==> src/rtl/ufird_consts.vh <==
// constants for the uart fifo, interrupt and dma-ready block
`ifndef UFIRD_CONSTS_VH
`define UFIRD_CONSTS_VH

// ***************************************************
// apb register byte offsets
// ***************************************************
`define UFIRD_OFS_DATA      8'h00
`define UFIRD_OFS_IMASK     8'h04
`define UFIRD_OFS_FCTRL     8'h08
`define UFIRD_OFS_CAUSE     8'h0C
`define UFIRD_OFS_LSTATE    8'h10

// ***************************************************
// interrupt mask fields
// ***************************************************
`define UFIRD_IM_RX_DMA_REQUEST_N      0
`define UFIRD_IM_TXEMPTY    1
`define UFIRD_IM_LSTAT      2
`define UFIRD_IM_MODEM      3
`define UFIRD_IMASK_RST     4'h0

// ***************************************************
// fifo control fields
// ***************************************************
`define UFIRD_FC_ENABLE     0
`define UFIRD_FC_RXRST      1
`define UFIRD_FC_TXRST      2
`define UFIRD_FC_DMAMODE    3
`define UFIRD_FC_THR_LO     6
`define UFIRD_FC_THR_HI     7
`define UFIRD_THR_RST       2'h0

// ***************************************************
// line state fields
// ***************************************************
`define UFIRD_LS_DREADY     0
`define UFIRD_LS_OVERRUN    1
`define UFIRD_LS_TXFEMPTY   5
`define UFIRD_LS_TXALLEMPTY 6
`define UFIRD_LS_FIFOERR    7

// ***************************************************
// fifo sizing and thresholds
// ***************************************************
`define UFIRD_DEPTH         5'h10
`define UFIRD_THR_1         5'h01
`define UFIRD_THR_4         5'h04
`define UFIRD_THR_8         5'h08
`define UFIRD_THR_14        5'h0E

// ***************************************************
// interrupt cause codes
// ***************************************************
`define UFIRD_IC_NONE       8'h01
`define UFIRD_IC_LSTAT      8'h06
`define UFIRD_IC_RXDATA     8'h04
`define UFIRD_IC_RXTOUT     8'h0C
`define UFIRD_IC_TXEMPTY    8'h02

`endif

==> src/rtl/ufird_core.v <==
// uart fifo, interrupt enable and dma ready logic behind an apb slave
//
// The placing of the registers and the APB register port were chosen for this implementation.
`timescale 1ns/1ns
`include "ufird_consts.vh"

// ***************************************************
// ***************************************************

module ufird_core
(
   // apb clock and reset
   input  wire        pclk,
   input  wire        presetn,
   // apb slave
   input  wire        psel,
   input  wire        penable,
   input  wire        pwrite,
   input  wire [7:0]  paddr,
   input  wire [31:0] pwdata,
   output reg  [31:0] prdata,
   output wire        pready,
   output wire        pslverr,
   // characters from the receive shift register
   input  wire        rx_char_valid,
   input  wire [7:0]  rx_char_data,
   input  wire        rx_char_parity_err,
   input  wire        rx_char_frame_err,
   input  wire        rx_char_break,
   input  wire        rx_timeout,
   // characters to the transmit shift register
   output wire        tx_char_valid,
   output wire [7:0]  tx_char_data,
   input  wire        tx_char_ready,
   input  wire        tx_shift_busy,
   // interrupt and dma ready pins
   output reg         irq_ff,
   output reg         tx_dma_request_n,
   output reg         rx_dma_request_n
);

   // ***************************************************
   // helper functions
   // ***************************************************

   // threshold code to byte count
   function [4:0] thr_bytes;
      input [1:0] code;
      begin
         case (code)
            2'h0:    thr_bytes = `UFIRD_THR_1;
            2'h1:    thr_bytes = `UFIRD_THR_4;
            2'h2:    thr_bytes = `UFIRD_THR_8;
            default: thr_bytes = `UFIRD_THR_14;
         endcase
      end
   endfunction

   // pointer wrap, also used to collapse to one slot when fifos are off
   function [3:0] ptr_inc;
      input [3:0] p;
      input       fifo_on;
      begin
         ptr_inc = fifo_on ? p + 4'h1 : 4'h0;
      end
   endfunction

   // ***************************************************
   // state
   // ***************************************************
   reg  [3:0]  imask_ff;        // interrupt_mask_reg bits 3..0
   reg         fifo_en_ff;      // fifo enable
   reg         dma_mode_ff;     // dma mode select
   reg  [1:0]  thr_code_ff;     // rx_fill_threshold code
   reg  [10:0] rx_mem [0:15];   // data plus break, frame, parity
   reg  [7:0]  tx_mem [0:15];   // transmit characters
   reg  [3:0]  rx_wp_ff;        // rx write pointer
   reg  [3:0]  rx_rp_ff;        // rx read pointer
   reg  [4:0]  rx_cnt_ff;       // rx fill counter
   reg  [3:0]  tx_wp_ff;        // tx write pointer
   reg  [3:0]  tx_rp_ff;        // tx read pointer
   reg  [4:0]  tx_cnt_ff;       // tx fill counter
   reg  [4:0]  err_cnt_ff;      // entries held with an error
   reg         overrun_ff;      // sticky overrun
   reg         lstat_pend_ff;   // line status event pending
   reg         tout_ff;         // receive timeout seen
   reg         rx_dma_act_ff;   // mode1 rx ready latch
   reg  [7:0]  snap_ff;         // line state as captured in setup

   // ***************************************************
   // decode
   // ***************************************************
   wire        setup    = psel & ~penable;
   wire        access   = psel & penable;
   wire        wr       = access & pwrite;
   wire        rd       = access & ~pwrite;
   wire        hit_data = (paddr == `UFIRD_OFS_DATA);
   wire        hit_im   = (paddr == `UFIRD_OFS_IMASK);
   wire        hit_fc   = (paddr == `UFIRD_OFS_FCTRL);
   wire        hit_ic   = (paddr == `UFIRD_OFS_CAUSE);
   wire        hit_ls   = (paddr == `UFIRD_OFS_LSTATE);
   wire        mapped   = hit_data | hit_im | hit_fc | hit_ic | hit_ls;
   wire [4:0]  cap      = fifo_en_ff ? `UFIRD_DEPTH : 5'h01;  // one slot: holding reg
   wire [4:0]  tx_holding_reg      = fifo_en_ff ? thr_bytes(thr_code_ff) : 5'h01;
   wire        dma1     = fifo_en_ff & dma_mode_ff;

   // zero-wait slave; unmapped addresses error but still complete
   assign pready  = 1'b1;
   assign pslverr = access & ~mapped;

   // ***************************************************
   // fifo movement
   // ***************************************************
   wire        fc_wr    = wr & hit_fc & pwdata[`UFIRD_FC_ENABLE];
   wire        fc_off   = wr & hit_fc & ~pwdata[`UFIRD_FC_ENABLE];
   wire        en_chg   = (fc_wr & ~fifo_en_ff) | (fc_off & fifo_en_ff);
   wire        rx_clr   = en_chg | (fc_wr & pwdata[`UFIRD_FC_RXRST]);
   wire        tx_clr   = en_chg | (fc_wr & pwdata[`UFIRD_FC_TXRST]);
   wire        rx_pop   = rd & hit_data & (rx_cnt_ff != 5'h00);
   wire        rx_push  = rx_char_valid & ((rx_cnt_ff < cap) | rx_pop);
   wire        rx_lost  = rx_char_valid & ~rx_push;
   wire        tx_push  = wr & hit_data & (tx_cnt_ff < cap);
   wire        tx_pop   = tx_char_valid & tx_char_ready;
   wire [10:0] rx_head  = rx_mem[rx_rp_ff];
   wire        in_err   = rx_char_parity_err | rx_char_frame_err | rx_char_break;
   wire        head_err = |rx_head[10:8];

   assign tx_char_valid = (tx_cnt_ff != 5'h00);
   assign tx_char_data  = tx_mem[tx_rp_ff];

   // ***************************************************
   // status terms
   // ***************************************************
   wire        rx_lvl   = (rx_cnt_ff >= tx_holding_reg);
   wire        tx_irq_c = dma1 ? (tx_cnt_ff < `UFIRD_DEPTH)
                               : (tx_cnt_ff == 5'h00);
   wire [7:0]  lstate;
   // break, frame and parity bits describe the character at the head of the fifo
   assign lstate[`UFIRD_LS_DREADY]     = (rx_cnt_ff != 5'h00);
   assign lstate[`UFIRD_LS_OVERRUN]    = overrun_ff;
   assign lstate[4:2]                  = lstate[0] ? rx_head[10:8] : 3'h0;
   assign lstate[`UFIRD_LS_TXFEMPTY]   = (tx_cnt_ff == 5'h00);
   assign lstate[`UFIRD_LS_TXALLEMPTY] = (tx_cnt_ff == 5'h00) & ~tx_shift_busy;
   assign lstate[`UFIRD_LS_FIFOERR]    = fifo_en_ff & (err_cnt_ff != 5'h00);

   // masked sources; all masks clear gives pure polled mode
   wire        src_ls   = imask_ff[`UFIRD_IM_LSTAT] & lstat_pend_ff;
   wire        src_rx   = imask_ff[`UFIRD_IM_RX_DMA_REQUEST_N] & rx_lvl;
   wire        src_to   = imask_ff[`UFIRD_IM_RX_DMA_REQUEST_N] & tout_ff & lstate[0];
   wire        src_tx   = imask_ff[`UFIRD_IM_TXEMPTY] & tx_irq_c;
   reg  [7:0]  cause;

   // priority encode of the pending cause
   always @*
   begin
      if (src_ls)
         cause = `UFIRD_IC_LSTAT;
      else if (src_rx)
         cause = `UFIRD_IC_RXDATA;      // cleared with the fill drop
      else if (src_to)
         cause = `UFIRD_IC_RXTOUT;
      else if (src_tx)
         cause = `UFIRD_IC_TXEMPTY;
      else
         cause = `UFIRD_IC_NONE;
   end

   // ***************************************************
   // control registers
   // ***************************************************
   always @(posedge pclk or negedge presetn)
   begin
      if (!presetn)
      begin
         imask_ff    <= `UFIRD_IMASK_RST;
         fifo_en_ff  <= 1'b0;
         dma_mode_ff <= 1'b0;
         thr_code_ff <= `UFIRD_THR_RST;
      end
      else
      begin
         if (wr & hit_im)
            imask_ff <= pwdata[3:0];
         // enable low: fifos off, the rest of the write is dropped
         if (fc_off)
            fifo_en_ff <= 1'b0;
         else if (fc_wr)
         begin
            fifo_en_ff  <= 1'b1;
            dma_mode_ff <= pwdata[`UFIRD_FC_DMAMODE];
            thr_code_ff <= pwdata[`UFIRD_FC_THR_HI:`UFIRD_FC_THR_LO];
         end
      end
   end

   // ***************************************************
   // storage arrays, no reset needed
   // ***************************************************
   always @(posedge pclk)
   begin
      if (rx_push & ~rx_clr)
         rx_mem[rx_wp_ff] <= {rx_char_break, rx_char_frame_err,
                              rx_char_parity_err, rx_char_data};
      if (tx_push & ~tx_clr)
         tx_mem[tx_wp_ff] <= pwdata[7:0];
   end

   // ***************************************************
   // receive pointers, counters and flags
   // ***************************************************
   always @(posedge pclk or negedge presetn)
   begin
      if (!presetn)
      begin
         rx_wp_ff   <= 4'h0;
         rx_rp_ff   <= 4'h0;
         rx_cnt_ff  <= 5'h00;
         err_cnt_ff <= 5'h00;
      end
      else if (rx_clr)
      begin
         rx_wp_ff   <= 4'h0;
         rx_rp_ff   <= 4'h0;
         rx_cnt_ff  <= 5'h00;
         err_cnt_ff <= 5'h00;
      end
      else
      begin
         if (rx_push)
            rx_wp_ff <= ptr_inc(rx_wp_ff, fifo_en_ff);
         if (rx_pop)
            rx_rp_ff <= ptr_inc(rx_rp_ff, fifo_en_ff);
         // registered fill counter feeds every comparison
         rx_cnt_ff  <= rx_cnt_ff + {4'h0, rx_push} - {4'h0, rx_pop};
         err_cnt_ff <= err_cnt_ff + {4'h0, rx_push & in_err}
                                  - {4'h0, rx_pop & head_err};
      end
   end

   // sticky flags; a new event beats a clear in the same cycle, except for the mode1 latch, where rx_clr or leaving mode1 wins
   always @(posedge pclk or negedge presetn)
   begin
      if (!presetn)
      begin
         overrun_ff    <= 1'b0;
         lstat_pend_ff <= 1'b0;
         tout_ff       <= 1'b0;
         rx_dma_act_ff <= 1'b0;
      end
      else
      begin
         // overrun clears only if the read reported it; any line state read clears lstat_pend_ff
         overrun_ff    <= rx_lost |
                          (overrun_ff & ~(rd & hit_ls & snap_ff[`UFIRD_LS_OVERRUN]));
         lstat_pend_ff <= rx_push | (lstat_pend_ff & ~(rd & hit_ls));
         tout_ff       <= rx_timeout | (tout_ff & ~rx_pop & ~rx_clr);
         // mode1 latch: armed by threshold or timeout, dropped on empty
         if (~dma1 | rx_clr)
            rx_dma_act_ff <= 1'b0;
         else if (rx_lvl | rx_timeout)
            rx_dma_act_ff <= 1'b1;
         else if (rx_cnt_ff == 5'h00)
            rx_dma_act_ff <= 1'b0;
      end
   end

   // ***************************************************
   // transmit pointers and counter
   // ***************************************************
   always @(posedge pclk or negedge presetn)
   begin
      if (!presetn)
      begin
         tx_wp_ff  <= 4'h0;
         tx_rp_ff  <= 4'h0;
         tx_cnt_ff <= 5'h00;
      end
      else if (tx_clr)
      begin
         tx_wp_ff  <= 4'h0;
         tx_rp_ff  <= 4'h0;
         tx_cnt_ff <= 5'h00;
      end
      else
      begin
         if (tx_push)
            tx_wp_ff <= ptr_inc(tx_wp_ff, fifo_en_ff);
         if (tx_pop)
            tx_rp_ff <= ptr_inc(tx_rp_ff, fifo_en_ff);
         tx_cnt_ff <= tx_cnt_ff + {4'h0, tx_push} - {4'h0, tx_pop};
      end
   end

   // ***************************************************
   // pins: interrupt and dma ready, one cycle behind the counters
   // ***************************************************
   always @(posedge pclk or negedge presetn)
   begin
      if (!presetn)
      begin
         irq_ff           <= 1'b0;
         tx_dma_request_n <= 1'b0;          // reset leaves tx empty
         rx_dma_request_n <= 1'b1;
      end
      else
      begin
         irq_ff <= src_ls | src_rx | src_to | src_tx;
         if (dma1)
         begin
            tx_dma_request_n <= (tx_cnt_ff == `UFIRD_DEPTH);
            // level term as well as the latch keeps the pin one cycle behind
            rx_dma_request_n <= ~((rx_dma_act_ff | rx_lvl) & (rx_cnt_ff != 5'h00));
         end
         else
         begin
            tx_dma_request_n <= (tx_cnt_ff != 5'h00);
            rx_dma_request_n <= (rx_cnt_ff == 5'h00);
         end
      end
   end

   // ***************************************************
   // read data, captured in the setup phase
   // ***************************************************
   always @(posedge pclk or negedge presetn)
   begin
      if (!presetn)
      begin
         prdata  <= 32'h00000000;
         snap_ff <= 8'h00;
      end
      else if (setup & ~pwrite)
      begin
         snap_ff <= lstate;
         // control register is write-only and reads zero
         if (hit_data)
            prdata <= {24'h000000, rx_head[7:0]};
         else if (hit_im)
            prdata <= {28'h0000000, imask_ff};
         else if (hit_ic)
            prdata <= {24'h000000, cause};
         else if (hit_ls)
            prdata <= {24'h000000, lstate};
         else
            prdata <= 32'h00000000;
      end
   end

endmodule

==> config.mk <==
export PLATFORM = sky130hd
export DESIGN_NAME = ufird_core
export DESIGN_NICKNAME = d
export VERILOG_FILES = /design/src/rtl/ufird_core.v
export VERILOG_INCLUDE_DIRS = /design/src /design/src/rtl
export SDC_FILE = /design/constraint.sdc
export NUM_CORES = 1
export LEC_CHECK = 0
export ABC_AREA = 0
export BUFFER_PORTS_ARGS = -buffer_cell sky130_fd_sc_hd__buf_4
export CAP_MARGIN = 0
export CORE_UTILIZATION = 45
export DETAILED_ROUTE_END_ITERATION = 7
export GPL_ROUTABILITY_DRIVEN = 0
export MAX_ROUTING_LAYER = met4
export SLEW_MARGIN = 20
export SYNTH_ARGS = -nofsm -noshare
export SYNTH_HDL_FRONTEND = slang
export SYNTH_SLANG_ARGS = --single-unit
==> constraint.sdc <==
create_clock -name pclk -period 3.55 [get_ports pclk]
set_clock_uncertainty 0.05 [all_clocks]
set_input_delay 0.1775 -clock pclk [delete_from_list [all_inputs] [get_ports pclk]]
set_output_delay 0.1775 -clock pclk [all_outputs]
set_load 0.05 [all_outputs]
==> results <==
- STA classifies the critical path startpoint as a flip-flop.
- Setup repair after global routing could not meet its margin everywhere.
- Relative to the synthesized area, the layout overhead comes to 18.5%.
- After clock tree synthesis, the clock-pin slew on the worst setup and hold paths is 60 ps.
- The maximum number of pins on one net before global-route repair is 56.
- The startpoint identified for the worst register-to-register timing path is rx_rp_ff[0]$_DFFE_PN0P_.
- The I/O pin total is ~110.
- Once routing completed, OpenROAD measured the worst setup slack at about 160 ps.
- At the placement stage, the worst setup path has a slack of 41.5 ps.
- The number of vias after detailed routing is 8761.
- The initial antenna violation count is 0.
- Traced cell by cell, the critical path runs through buf_4 -> mux4_2 -> a211oi_4 -> a31oi_2 -> nor3_2 -> buf_4 -> nor2_1 -> ha_1 -> inv_1 -> ha_2 -> inv_2 -> fa_2 -> inv_1 -> a21oi_2 -> nor2_1 -> or3_1 -> a21oi_1.
- The via count of the first global-routing pass is between 8000 and 9000.
- The flip-flop and latch count after synthesis is roughly 360.
- The destination of the critical timing path is err_cnt_ff[4]$_DFF_PN0_.
- The largest stage delay on the critical path is 530 ps.
- TritonCTS created 40 clock buffers.
- CTS built an H-tree with a depth of 2.
- The timing-limited maximum frequency is 0.295 GHz.
- The worst register-to-register path has a setup slack of 160 ps.
- The most used flip-flop cell after synthesis is edfxtp_1.
- In this run the worst path has a maximum fanout of 5.
- After legalization and detailed placement, the total HPWL measured about 23000 um.
- In the synthesized netlist, the number of instances is between 900 and 1000.
- For the worst setup path, the data required time is 3970 ps.
- The slowest stage of the critical path belongs to the cell dfrtp_4.
- At the worst endpoint, the arrival time is 3800 ps.
- The critical path's top delay family is adder cells.
- The all-layer global routing usage is 0.210.
- The kind of critical path is flip-flop to flip-flop.
- The first global-routing pass estimated 54000 um of wire.
- The relative slew slack is 0.415.
- After detailed placement, the design holds a cell count of 1490.
- The worst register-to-register path ends at err_cnt_ff[4]$_DFF_PN0_.
- The count of port buffers added during placement is 56.
- The worst setup path is captured at a flip-flop.
- Setup violations remaining at the end of the flow were counted as 0.
- The cell at the root of the clock tree is clkbuf_16.
- The repair_antennas step left the layout with diodes totalling 0.
- Wires add up to ~35000 um.
- For the worst-skew pair, the clock arrives at the later sink with an insertion delay of 560 ps.
- The area used by multi-input combinational logic is 4690 um2.
- The logic depth of the worst setup path including buffers is 17.
- The min-delay analysis places its worst path in the category input pin to flip-flop.
- In the final design database the tool counted 1216 nets.
- After floorplanning, the core was divided into 67 placement rows.
- The worst-case IR drop observed on VDD is 0.000436 V.
- The number of detailed-routing iterations run before antenna repair is 5.
- The count of cells along the worst register-to-register path is 17.
- The final global-route overflow total is 0.
- In the routed design, unresolved DRC markers number 0.
- Across the whole layout, storage elements account for 10500 um2.
- For the pin with the worst max-slew slack, the measured transition is 877 ps.
- The synthesized cell area is 15500 um2.
- The flow ran to the end, and the final reports show no timing, DRC or antenna violations.
- The share of the clock period used by the worst path after layout is 0.955.
- Summed over all cells, the static leakage comes to 6.46 nW.
- The die span in x is 188 um.
- The detail-routed net length per standard cell is 22.0 um.
- The number of flops mapped to enable cells by yosys is 304.
- The count of maximum capacitance violations is 0.
- The post-synthesis async set-or-reset flop share is 0.153.
- The floorplan step defined a die boundary enclosing ~35000 um2.
- The number of clock sinks seen by CTS is 359.
- The average cell area after synthesis is 15.8 um2.
- In this run the worst setup path begins at rx_rp_ff[0]$_DFFE_PN0P_.
- The share of the yosys chip area belonging to registers is 0.678.
- The power density relative to cell area is 565 nW/um2.
- The via count normalized by instance count is 5.49.
- The count of cells in the finished layout, fillers not included, comes to 1596.
- Summing internal, switching and leakage power gives between 0.01 and 0.015 W.
- The number of max-slew violations in the final report was 0.
- After the first detailed-routing iteration, the DRC count stood at between 600 and 700.
- In the final layout, the share of cells above drive strength 1 is 0.250.
- The number of buffers and inverters on the critical path is 5.
- After layout, the minimum clock period comes to 3390 ps.
- The clock passes through at most 3 buffers.
- The number of filler instances in the final layout is 2726.
- The floorplan die height is 188 um.
- The count of endpoints failing hold in the final timing report is 0.
- The number of warning messages in the yosys log is 0.
- The TritonCTS clock tree is yes.
- The final antenna-violating net count is 0.
- The synthesized netlist contains 63 unique library cells.
- The core area is 33700 um2.
- For this configuration, the core starts out at a cell density of 0.460.
synthesized netlist by cell type (all sizes together) (14+ instances only):
cell	count	area share
inv	31	0.0075
ha	37	0.030
nand3	15	0.0048
o21ai	46	0.015
mux2i	41	0.026
edfxtp	304	0.59
a21oi	37	0.012
nor2	35	0.0085
buf	48	0.020
clkbuf	21	0.0051
nand2	69	0.017
mux4	57	0.083
a221oi	14	0.0079
and2	28	0.011
dfrtp	54	0.087
cells by family (layout without fill, tap and decap cells):
family          Yosys count  count (layout)  share of synthesized area
fa+ha+maj                40              40                     0.0337
compound gates          137             137                     0.0541
other cells               2              25                   0.000484
buf+inv                 100             243                     0.0328
mux                     111             111                      0.119
xor+xnor                 10              10                    0.00565
flops                   359             359                      0.678
simple gates            223             223                     0.0769
per-stage QoR:
| stage | area (um2) | setup TNS [ps] | hold slack (ps) | utilization |
|---|---|---|---|---|
| 4_1_cts | 18200 | 0 | 41.2 | 0.541 |
| 3_5_place_dp | 16600 | 0 | 253 | 0.493 |
| 2_1_floorplan | 15600 | 0 | -168 | - |
| 5_1_grt | 18400 | -35.0 | 85.2 | 0.545 |
| 3_3_place_gp | 16600 | 0 | 249 | 0.493 |
| 6_report | 18400 | 0 | 56.3 | 0.545 |
routing by layer:
layer	vias to the layer above	global-route usage	part of all wire	wire length, um
li1	4018	-	-	-
met1	4446	0.271	0.42	14900
met2	242	0.353	0.51	18000
met3	55	0.0268	0.044	1550
met4	0	0.0557	0.021	737
met5	-	-	0	0
registers in the layout, summed over array words and instances, names as in the netlist, 2 cells and up:
signal and cells:
rx_mem 176, tx_mem 128, prdata 8, err_cnt_ff 5, rx_cnt_ff 5, tx_cnt_ff 5, imask_ff 4, rx_rp_ff 4
rx_wp_ff 4, tx_rp_ff 4, tx_wp_ff 4, thr_code_ff 2
final cells by class:
cell class / instances / area share
Sequential cell: 359 / 0.572
Clock inverter: 26 / 0.0168
Tap cell: 448 / 0.0305
Timing Repair Buffer: 138 / 0.0616
Clock buffer: 48 / 0.0572
Multi-Input combinational cell: 546 / 0.255
Inverter: 31 / 0.00633
timing repair:
action | 4_1_cts | 5_1_grt
endpoints found under the hold margin | 366 | 0
gates resized for setup | 2 | 22
hold buffers | 25 | 0
pin swaps | 0 | 7
setup buffers | 0 | 7
setup endpoints to repair | 1 | 3
worst min path at each step:
stage               slack, ps     from  cells after the start                      end
floorplan                -170  presetn                      0  dma_mode_ff$_DFFE_PN0P_
global route               90   pwrite                      5    prdata[2]$_DFFE_PN0P_
finish                     60   pwrite                      5    prdata[0]$_DFFE_PN0P_
detailed placement        250  presetn                      1   tx_cnt_ff[3]$_DFF_PN0_
global placement          250  presetn                      1   tx_cnt_ff[3]$_DFF_PN0_
CTS                        40   pwrite                      5    prdata[0]$_DFFE_PN0P_
worst register-to-register path: stages, from the launching register on:
cell and delay (ps):
dfrtp_4 530, buf_4 150, mux4_2 440, a211oi_4 270
a31oi_2 90, nor3_2 170, buf_4 150, nor2_1 40
ha_1 270, inv_1 50, ha_2 170, inv_2 60
fa_2 190, inv_1 50, a21oi_2 100, nor2_1 50
or3_1 340, a21oi_1 120
power by group:
group / internal [W] / leakage (nW) / switching, W
clock network: 0.00246 / 0.670 / 0.00176
registers: 0.00473 / 3.43 / 0.000104
logic: 0.000552 / 2.36 / 0.000779
placed cells by master (no fill, tap or decap), drive strengths merged, types with 37 or more instances in the layout:
master,netlist,final
ha,37,37
edfxtp,304,304
o21ai,46,46
mux2i,41,41
a21oi,37,37
dfrtp,54,54
nand2,69,69
clkbuf,21,48
mux4,57,57
buf,48,113
Note: power is estimated with default switching activity, not from simulation.
